<file path="config.mk">
export PLATFORM = sky130hd
export DESIGN_NAME = can_mode_timers
export DESIGN_NICKNAME = d
export VERILOG_FILES = /design/src/can_mode_timer_pkg.sv /design/src/can_mode_timers.sv
export SDC_FILE = /design/constraint.sdc
export NUM_CORES = 1
export LEC_CHECK = 0
export ABC_AREA = 1
export BUFFER_PORTS_ARGS = -buffer_cell sky130_fd_sc_hd__buf_2
export CORE_MARGIN = 10
export CORE_UTILIZATION = 38
export DETAILED_ROUTE_END_ITERATION = 16
export PLACE_DENSITY = 0.59
export RECOVER_POWER = 25
export SLEW_MARGIN = 20
export SYNTH_ARGS = -nofsm -noshare
export SYNTH_HDL_FRONTEND = slang
export SYNTH_SLANG_ARGS = --single-unit
export TNS_END_PERCENT = 5
</file>
<file path="constraint.sdc">
create_clock -name i_core_clk -period 2.1 [get_ports i_core_clk]
set_clock_uncertainty 0.15 [all_clocks]
set_input_delay 0.105 -clock i_core_clk [delete_from_list [all_inputs] [get_ports i_core_clk]]
set_output_delay 0.105 -clock i_core_clk [all_outputs]
set_load 0.05 [all_outputs]
</file>
<file path="src/can_mode_timer_pkg.sv">
// package for the transceiver mode and wake timer block
// assumes a single 125 MHz core clock; no software registers
package can_mode_timer_pkg;
  localparam int unsigned CLK_MHZ = 125;
  // times in their own units, figures as printed
  localparam int unsigned UV_FILTER_MS = 100;        // least of 100..350 ms
  localparam int unsigned UV_REENABLE_US = 200;
  localparam int unsigned WAKE_FILTER_NS = 500;      // least of 0.5..1.8 us
  localparam int unsigned SILENCE_MS = 600;          // least of 0.6..1.2 s
  localparam int unsigned IDLE_MIN = 4;              // nominal, 3..5 min
  localparam int unsigned LOCAL_WAKE_US = 5;         // least of 5..50 us
  localparam int unsigned SUPPLY_ON_US = 100;
  localparam int unsigned MASK_HOLD_US = 50;
  localparam int unsigned MODE1_US = 20;
  localparam int unsigned MODE2_US = 10;
  localparam int unsigned SLEEP_HOLD_US = 20;        // least of 20..50 us
  // derived cycle counts
  localparam longint unsigned UV_FILTER_CYC = UV_FILTER_MS * CLK_MHZ * 1000;
  localparam longint unsigned SILENCE_CYC = SILENCE_MS * CLK_MHZ * 1000;
  localparam longint unsigned IDLE_CYC =
    64'(IDLE_MIN) * 60 * 1000000 * CLK_MHZ;
  localparam int unsigned WAKE_FILTER_CYC = (WAKE_FILTER_NS * CLK_MHZ + 999)
    / 1000;
  localparam int unsigned LOCAL_WAKE_CYC = LOCAL_WAKE_US * CLK_MHZ;
  localparam int unsigned MASK_HOLD_CYC = MASK_HOLD_US * CLK_MHZ;
  localparam int unsigned SLEEP_HOLD_CYC = SLEEP_HOLD_US * CLK_MHZ;
  localparam int unsigned WAKE_EDGES = 2;            // dominant then recessive
  localparam int CW = 36;                            // counter width
  typedef enum logic [1:0] {MODE_NORMAL, MODE_SILENT, MODE_STANDBY,
    MODE_SLEEP} mode_type;
endpackage

</file>
<file path="src/can_mode_timers.sv">
// mode and wake timing control of a can transceiver
// assumes all pin inputs are asynchronous levels; one core clock
// Functional notes
// - a supply undervoltage counts only once it persists 100 ms or more.
// - once undervoltage clears, operation resumes within 200 us.
// - a bus phase counts toward the wake pattern only if long enough.
// - a silence timer of 0.6 s restarts on every bus transition.
// - a standby idle timer of nominally 4 minutes runs after power-up.
// - a local wake needs the wake pin stable 5 us after an edge.
// - after a wake event the supply control rises within 100 us.
// - the supply mask is applied only after its input held 50 us.
// - leaving sleep, enter normal or silent within 20 us of supplies.
// - mode changes among normal, silent, standby finish within 10 us.
// - sleep is entered after enable high, standby low held 20 us.
`timescale 1ns/100ps
module can_mode_timers #(
  parameter longint unsigned UV_FILT = can_mode_timer_pkg::UV_FILTER_CYC,
  parameter longint unsigned SILENCE = can_mode_timer_pkg::SILENCE_CYC,
  parameter longint unsigned IDLE = can_mode_timer_pkg::IDLE_CYC,
  parameter int unsigned LWAKE = can_mode_timer_pkg::LOCAL_WAKE_CYC,
  parameter int unsigned MHOLD = can_mode_timer_pkg::MASK_HOLD_CYC,
  parameter int unsigned SHOLD = can_mode_timer_pkg::SLEEP_HOLD_CYC
) (
  input wire logic i_core_clk, // 125 mhz core clock
  input wire logic i_rst_n, // synchronous reset, active low
  input wire logic i_core_uv, // core supply below threshold
  input wire logic i_io_uv, // io supply below threshold
  input wire logic i_bus_dominant, // receiver sees dominant bus
  input wire logic i_wake_pin, // local wake pin level
  input wire logic i_enable, // host enable pin
  input wire logic i_standby_select_n, // host standby select, active low
  input wire logic i_supply_control_hold_in, // supply control mask pin
  output logic [1:0] o_mode, // current mode code
  output logic o_supply_control_out, // supply control output
  output logic o_uv_fault, // filtered undervoltage
  output logic o_bus_wake_pattern, // pulse: bus wake recognised
  output logic o_local_pin_wake_event, // pulse: local wake recognised
  output logic o_bus_silent // bus silence timeout reached
);
  localparam int CW = can_mode_timer_pkg::CW;
  localparam logic [CW-1:0] UV_C = CW'(UV_FILT);
  localparam logic [CW-1:0] SIL_C = CW'(SILENCE);
  localparam logic [CW-1:0] IDLE_C = CW'(IDLE);
  localparam logic [CW-1:0] LW_C = CW'(LWAKE);
  localparam logic [CW-1:0] MH_C = CW'(MHOLD);
  localparam logic [CW-1:0] SH_C = CW'(SHOLD);
  localparam logic [CW-1:0] WF_C = CW'(can_mode_timer_pkg::WAKE_FILTER_CYC);
  localparam logic [CW-1:0] ONE = CW'(1);

  typedef struct packed {
    logic [5:0] s1; // first sync stage of six pins
    logic [5:0] s2; // second sync stage
    logic mask_s1; // mask pin first sync stage
    logic mask_s2; // mask pin second sync stage
    logic [CW-1:0] uv_cnt;
    logic [CW-1:0] bus_cnt;
    logic [CW-1:0] sil_cnt;
    logic [CW-1:0] idle_cnt;
    logic [CW-1:0] lw_cnt;
    logic [CW-1:0] mh_cnt;
    logic [CW-1:0] sl_cnt;
    logic bus_prev;
    logic [1:0] wup_step;
    logic wake_prev;
    logic lw_armed;
    logic mask_q; // qualified mask level
    logic idle_run;
    can_mode_timer_pkg::mode_type mode;
    logic supply_control_out;
    logic uv;
    logic bus_wake_pattern;
    logic local_pin_wake_event;
    logic silent;
  } state_type;

  state_type cur, next_cur;
  logic [5:0] pins;
  assign pins = {i_core_uv, i_io_uv, i_bus_dominant, i_wake_pin, i_enable,
                 i_standby_select_n};

  ////////////////////////////////////////////////////////////////////////////
  // next-state logic; s2 bits: 5 core uv, 4 io uv, 3 bus, 2 wake, 1 en, 0 stb
  always_comb
  begin
    logic any_uv;
    logic host_sleep;
    can_mode_timer_pkg::mode_type req;
    any_uv = 1'b0;
    host_sleep = 1'b0;
    req = can_mode_timer_pkg::MODE_STANDBY;
    next_cur = cur;
    next_cur.s1 = pins;
    next_cur.s2 = cur.s1; // only the second stage feeds logic
    next_cur.mask_s1 = i_supply_control_hold_in;
    next_cur.mask_s2 = cur.mask_s1;
    next_cur.bus_wake_pattern = 1'b0;
    next_cur.local_pin_wake_event = 1'b0;
    any_uv = cur.s2[5] | cur.s2[4];
    // filter: counter only reaches the limit after a steady low supply
    if (!any_uv)
    begin
      next_cur.uv_cnt = '0;
      next_cur.uv = 1'b0; // clears next cycle, well inside 200 us
    end
    else if (cur.uv_cnt >= UV_C)
      next_cur.uv = 1'b1;
    else
      next_cur.uv_cnt = cur.uv_cnt + ONE;
    // bus phase filter and wake pattern: long dominant then long recessive
    if (cur.s2[3] != cur.bus_prev)
      next_cur.bus_cnt = '0;
    else if (cur.bus_cnt < WF_C)
      next_cur.bus_cnt = cur.bus_cnt + ONE;
    next_cur.bus_prev = cur.s2[3];
    if (cur.bus_cnt == WF_C - ONE && cur.s2[3] == cur.bus_prev)
    begin
      // phase qualified: dominant moves step 0, recessive step 1
      if (cur.s2[3] == !cur.wup_step[0] &&
          cur.wup_step != 2'(can_mode_timer_pkg::WAKE_EDGES))
        next_cur.wup_step = cur.wup_step + 2'd1;
    end
    if (cur.wup_step == 2'(can_mode_timer_pkg::WAKE_EDGES))
    begin
      next_cur.wup_step = '0;
      next_cur.bus_wake_pattern = cur.mode == can_mode_timer_pkg::MODE_SLEEP;
    end
    // a half pattern seen while awake must not finish a wake in sleep
    if (cur.mode != can_mode_timer_pkg::MODE_SLEEP)
      next_cur.wup_step = '0;
    // silence timer restarts on any transition
    if (cur.s2[3] != cur.bus_prev)
      next_cur.sil_cnt = '0;
    else if (cur.sil_cnt < SIL_C)
      next_cur.sil_cnt = cur.sil_cnt + ONE;
    next_cur.silent = cur.sil_cnt >= SIL_C;
    // local wake: pin must stay steady after an edge
    next_cur.wake_prev = cur.s2[2];
    if (cur.s2[2] != cur.wake_prev)
    begin
      next_cur.lw_cnt = '0;
      next_cur.lw_armed = 1'b1;
    end
    else if (cur.lw_armed && cur.lw_cnt >= LW_C - ONE)
    begin
      next_cur.lw_armed = 1'b0;
      next_cur.local_pin_wake_event = cur.mode == can_mode_timer_pkg::MODE_SLEEP;
    end
    else if (cur.lw_armed)
      next_cur.lw_cnt = cur.lw_cnt + ONE;
    // mask qualification; a change shorter than the hold is ignored
    if (cur.mask_s2 == cur.mask_q)
      next_cur.mh_cnt = '0;
    else if (cur.mh_cnt >= MH_C - ONE)
      next_cur.mask_q = cur.mask_s2; // held 50 us before acting
    else
      next_cur.mh_cnt = cur.mh_cnt + ONE;
    // host sleep request qualified by hold time
    host_sleep = cur.s2[1] && !cur.s2[0];
    if (!host_sleep)
      next_cur.sl_cnt = '0;
    else if (cur.sl_cnt < SH_C)
      next_cur.sl_cnt = cur.sl_cnt + ONE;
    // requested mode from the pins
    case ({cur.s2[1], cur.s2[0]})
      2'b11: req = can_mode_timer_pkg::MODE_NORMAL;
      2'b01: req = can_mode_timer_pkg::MODE_SILENT;
      default: req = can_mode_timer_pkg::MODE_STANDBY;
    endcase
    // idle timer from power-up, stopped by a host request for normal or silent
    if (cur.idle_run && req != can_mode_timer_pkg::MODE_STANDBY)
      next_cur.idle_run = 1'b0;
    else if (cur.idle_run)
      next_cur.idle_cnt = cur.idle_cnt + ONE;
    // mode machine; changes take one cycle, inside 10 us and 20 us
    case (cur.mode)
      can_mode_timer_pkg::MODE_SLEEP:
      begin
        if (cur.bus_wake_pattern || cur.local_pin_wake_event)
          next_cur.mode = can_mode_timer_pkg::MODE_STANDBY;
        else if (!any_uv && req != can_mode_timer_pkg::MODE_STANDBY)
          next_cur.mode = req; // once supplies are up
      end
      default:
      begin
        if (cur.idle_run && cur.idle_cnt >= IDLE_C)
        begin
          next_cur.mode = can_mode_timer_pkg::MODE_SLEEP;
          next_cur.idle_run = 1'b0;
        end
        else if (cur.uv || cur.sl_cnt >= SH_C)
          next_cur.mode = can_mode_timer_pkg::MODE_SLEEP;
        else
          next_cur.mode = req;
      end
    endcase
    // supply control: off in sleep; a masked wake leaves it off in
    // standby until the host asks for normal or silent
    if (next_cur.mode == can_mode_timer_pkg::MODE_SLEEP)
      next_cur.supply_control_out = 1'b0;
    else if (cur.mode == can_mode_timer_pkg::MODE_SLEEP &&
             (cur.bus_wake_pattern || cur.local_pin_wake_event))
      next_cur.supply_control_out = !cur.mask_q; // inside 100 us
    else if (req != can_mode_timer_pkg::MODE_STANDBY)
      next_cur.supply_control_out = 1'b1;
  end

  ////////////////////////////////////////////////////////////////////////////
  // state register; idle timer starts at reset release as power-up
  always_ff @(posedge i_core_clk)
  begin
    if (!i_rst_n)
    begin
      cur <= '0; // zero sync stages read as a standby request, no edge
      cur.idle_run <= 1'b1;
      cur.supply_control_out <= 1'b1;
      cur.mode <= can_mode_timer_pkg::MODE_STANDBY;
    end
    else
      cur <= next_cur;
  end

  assign o_mode = cur.mode;
  assign o_supply_control_out = cur.supply_control_out;
  assign o_uv_fault = cur.uv;
  assign o_bus_wake_pattern = cur.bus_wake_pattern;
  assign o_local_pin_wake_event = cur.local_pin_wake_event;
  assign o_bus_silent = cur.silent;
endmodule // can_mode_timers

</file>
==> out/results.txt <==
Status - finished, final reports clean
Final ANT Viol Nets - 0
Final hold violations - 0
Post-synth design cell area - 0.0123 mm^2
CP endpoint kind - register
Drt first pass iters - 4
XOR/XNOR share of the synthesized area - 5.89%
CTS tree - yes
Gpl congestion - 0.894
Post-synth EDFFs - 0
Final core area utilization - 44.1%
Clock buffer depth - 3
Residual DRC - 0
Cell count after synthesis - 1695
Top-count cell post-synth - nand2_1
Pre-CTS setup slack - 142 ps
Placed Cells - 2125
Adder-cell share of the synthesized area - 1.62%
Final setup violation count - 0
Layout cells sized above 1 - 7.60%
Clk_lat worst skew - 560 ps
Measured slew at the worst slew-check pin - 1090 ps
Hpwl dp - 16.8 mm
Crit path required time - 2400 ps
Pin count of the biggest net entering global routing - 69
Netlist cell types - 43
Synth cell count leaders - 306 x nand2_1, 283 x nor2_1, 280 x dfxtp_1
Post-synth top area share - 45.4%
Final worst slack - 118 ps
Seq cells post-synth - 280
DR vias - 9936
Clock buffer count from CTS - 31
Critical path type - register to register
Hold path cells - 2
Root Driver - clkbuf_16
Synth Warn # - 0
RR Startpoint - cur[124]
Die area - 0.0401 mm^2
Hold path start - cur[278]
Worst r2r dst - cur[155]
GRT overflow - 0
Core area - 0.0318 mm^2
Worst-case reg-to-reg path depth - 8
Die Ht - 200 um
Simple-Gate Fraction of Synth Area - 29.8%
DRT iter0 DRCs - 584
RSZ-0062 raised after global routing - yes
Worst R2R Setup Slack - 120 ps
Antenna Cells - 0
Fin cells - 2197
Startpoint type of the worst setup path - register
Worst hold path endpoint - cur[272]
Final #Nets - 1763
Drt total wl - 24.1 mm
Fill cells - 3217
Worst EP arrival - 2280 ps
Sequential fraction of the synthesis area - 45.4%
Hold Path Class - register to register
Rel. slew slack - 27.0%
Initial Util - 38.8%
Number of I/O port buffers - 15
Wire length per cell after detailed routing - 11.0 um
Syn_nets - 1720
Synth area leaders - dfxtp_1 45%, nand2_1 9.3%, nor2_1 8.6%
Antenna violations before repair - 0
PD cells - 774 mW/mm^2
Area Growth Syn to Fin - 13.8%
Ys async rst share - 0%
Die Width - 200 um
H-tree level count - 1
Final period utilization - 94.4%
Synth Area in Compound Gates - 6.36%
CTS sink cnt - 280
Area leader, netlist - dfxtp_1
Vias in the first global route - 9471
Crit Path Max Fanout - 4
Number of vias per cell - 4.52
Setup Fix Bufs, Post-CTS - 0
Multiplexer area fraction after synthesis - 0%
Worst-path clk slew - 60 ps
Peak VDD IR - 0.000697 V
Peak Freq - 0.505 GHz
Average size of a mapped cell - 7.28 um^2
# rows - 65
Ys flop type - dfxtp_1
Largest family of logic cells by synthesized area - simple AND/OR/NAND/NOR gates
Max-slew violation count - 0
Post-layout minimum cycle time - 1980 ps
I/O Pins - 16
Lkg Pwr - 5.24 nW
Gr usage total - 11.8%
Max Cap Viol - 0
First-pass GRT wire length - 42.4 mm
[where the power goes]
| part | switching, mW | internal [mW] |
|---|---|---|
| combinational | 0.189 | 0.0868 |
| clock | 2.14 | 3.06 |
| sequential | 0.0293 | 5.35 |
| total | 2.36 | 8.50 |
[how the worst max path moves through the flow]
stage                     startpoint  endpoint  slack [ps]  cells after the start
after global placement      cur[123]  cur[152]         190                      9
final                       cur[124]  cur[155]         120                      8
after floorplan             cur[123]  cur[152]         340                      9
after global routing        cur[124]  cur[157]         -30                      9
after CTS                   cur[124]  cur[155]         130                      8
after detailed placement    cur[124]  cur[155]         140                      8
[cell type report]
| type | count | area (um^2) | share of cell area, % |
|---|---|---|---|
| Sequential cell | 280 | 5610 | 39.9 |
| Multi-Input combinational cell | 1081 | 5400 | 38.5 |
| Inverter | 286 | 1080 | 7.67 |
| Clock buffer | 41 | 843 | 6.01 |
| Tap cell | 435 | 544 | 3.88 |
| Timing Repair Buffer | 58 | 423 | 3.01 |
| Clock inverter | 16 | 144 | 1.03 |
[critical path: stages, from the launching register on]
cell     delay, ps
dfxtp_1        400
nand2_1         80
nor2_1         180
nand2_1         90
nor3_2         340
nand4_2        180
or2_0          260
o21ai_0        150
nor2_1          50
[kinds of logic (layout without fill, tap and decap cells)]
kind of cell             after synthesis  after routing
AND/OR/NAND/NOR                      829            829
buffers and inverters                334            401
flip-flops                           280            280
AO/OA/AOI/OAI                        153            153
XOR/XNOR                              83             83
adder cells (fa/ha/maj)               16             16
[cell usage in the layout, fill, tap and decap left out, drive strengths merged, types with 15 or more instances in the layout]
| cell type | n |
|---|---|
| dlygate4sd3 | 15 |
| o21ai | 39 |
| nand3 | 91 |
| xnor2 | 21 |
| nor2 | 289 |
| nor3 | 58 |
| clkinv | 16 |
| ha | 16 |
| xor2 | 62 |
| nand4 | 56 |
| clkbuf | 49 |
| buf | 35 |
| a21oi | 108 |
| dfxtp | 280 |
| inv | 283 |
| nand2 | 314 |
[layer usage]
layer	vias up	wire (um)	global-route usage, %
met5	-	0	0
met4	0	476	3.05
met3	40	737	1.84
met2	117	10900	19.8
met1	4430	12000	15.3
li1	5349	-	-
[repair_timing]
action | 4_1_cts | 5_1_grt
setup endpoints to repair | 0 | 77
hold buffers | 15 | 0
endpoints found under the hold margin | 53 | 0
gates resized for setup | 0 | 9
[metrics by stage]
stage	instance area (um^2)	total power, mW	TNS (ps)	hold slack [ps]
after global routing	14000	11.3	-65.0	283
after global placement	12900	5.76	0	144
after detailed placement	12900	5.76	0	143
after CTS	14000	11.1	0	262
after floorplan	12300	5.69	0	52.6
final	14000	10.9	0	260
[sequential cells by signal (all words and copies together), names as in the netlist]
| signal | count |
|---|---|
| cur | 273 |
| o_bus_silent | 1 |
| o_bus_wake_pattern | 1 |
| o_local_pin_wake_event | 1 |
| o_mode | 2 |
| o_supply_control_out | 1 |
| o_uv_fault | 1 |
(Power assumes the default switching activity.)
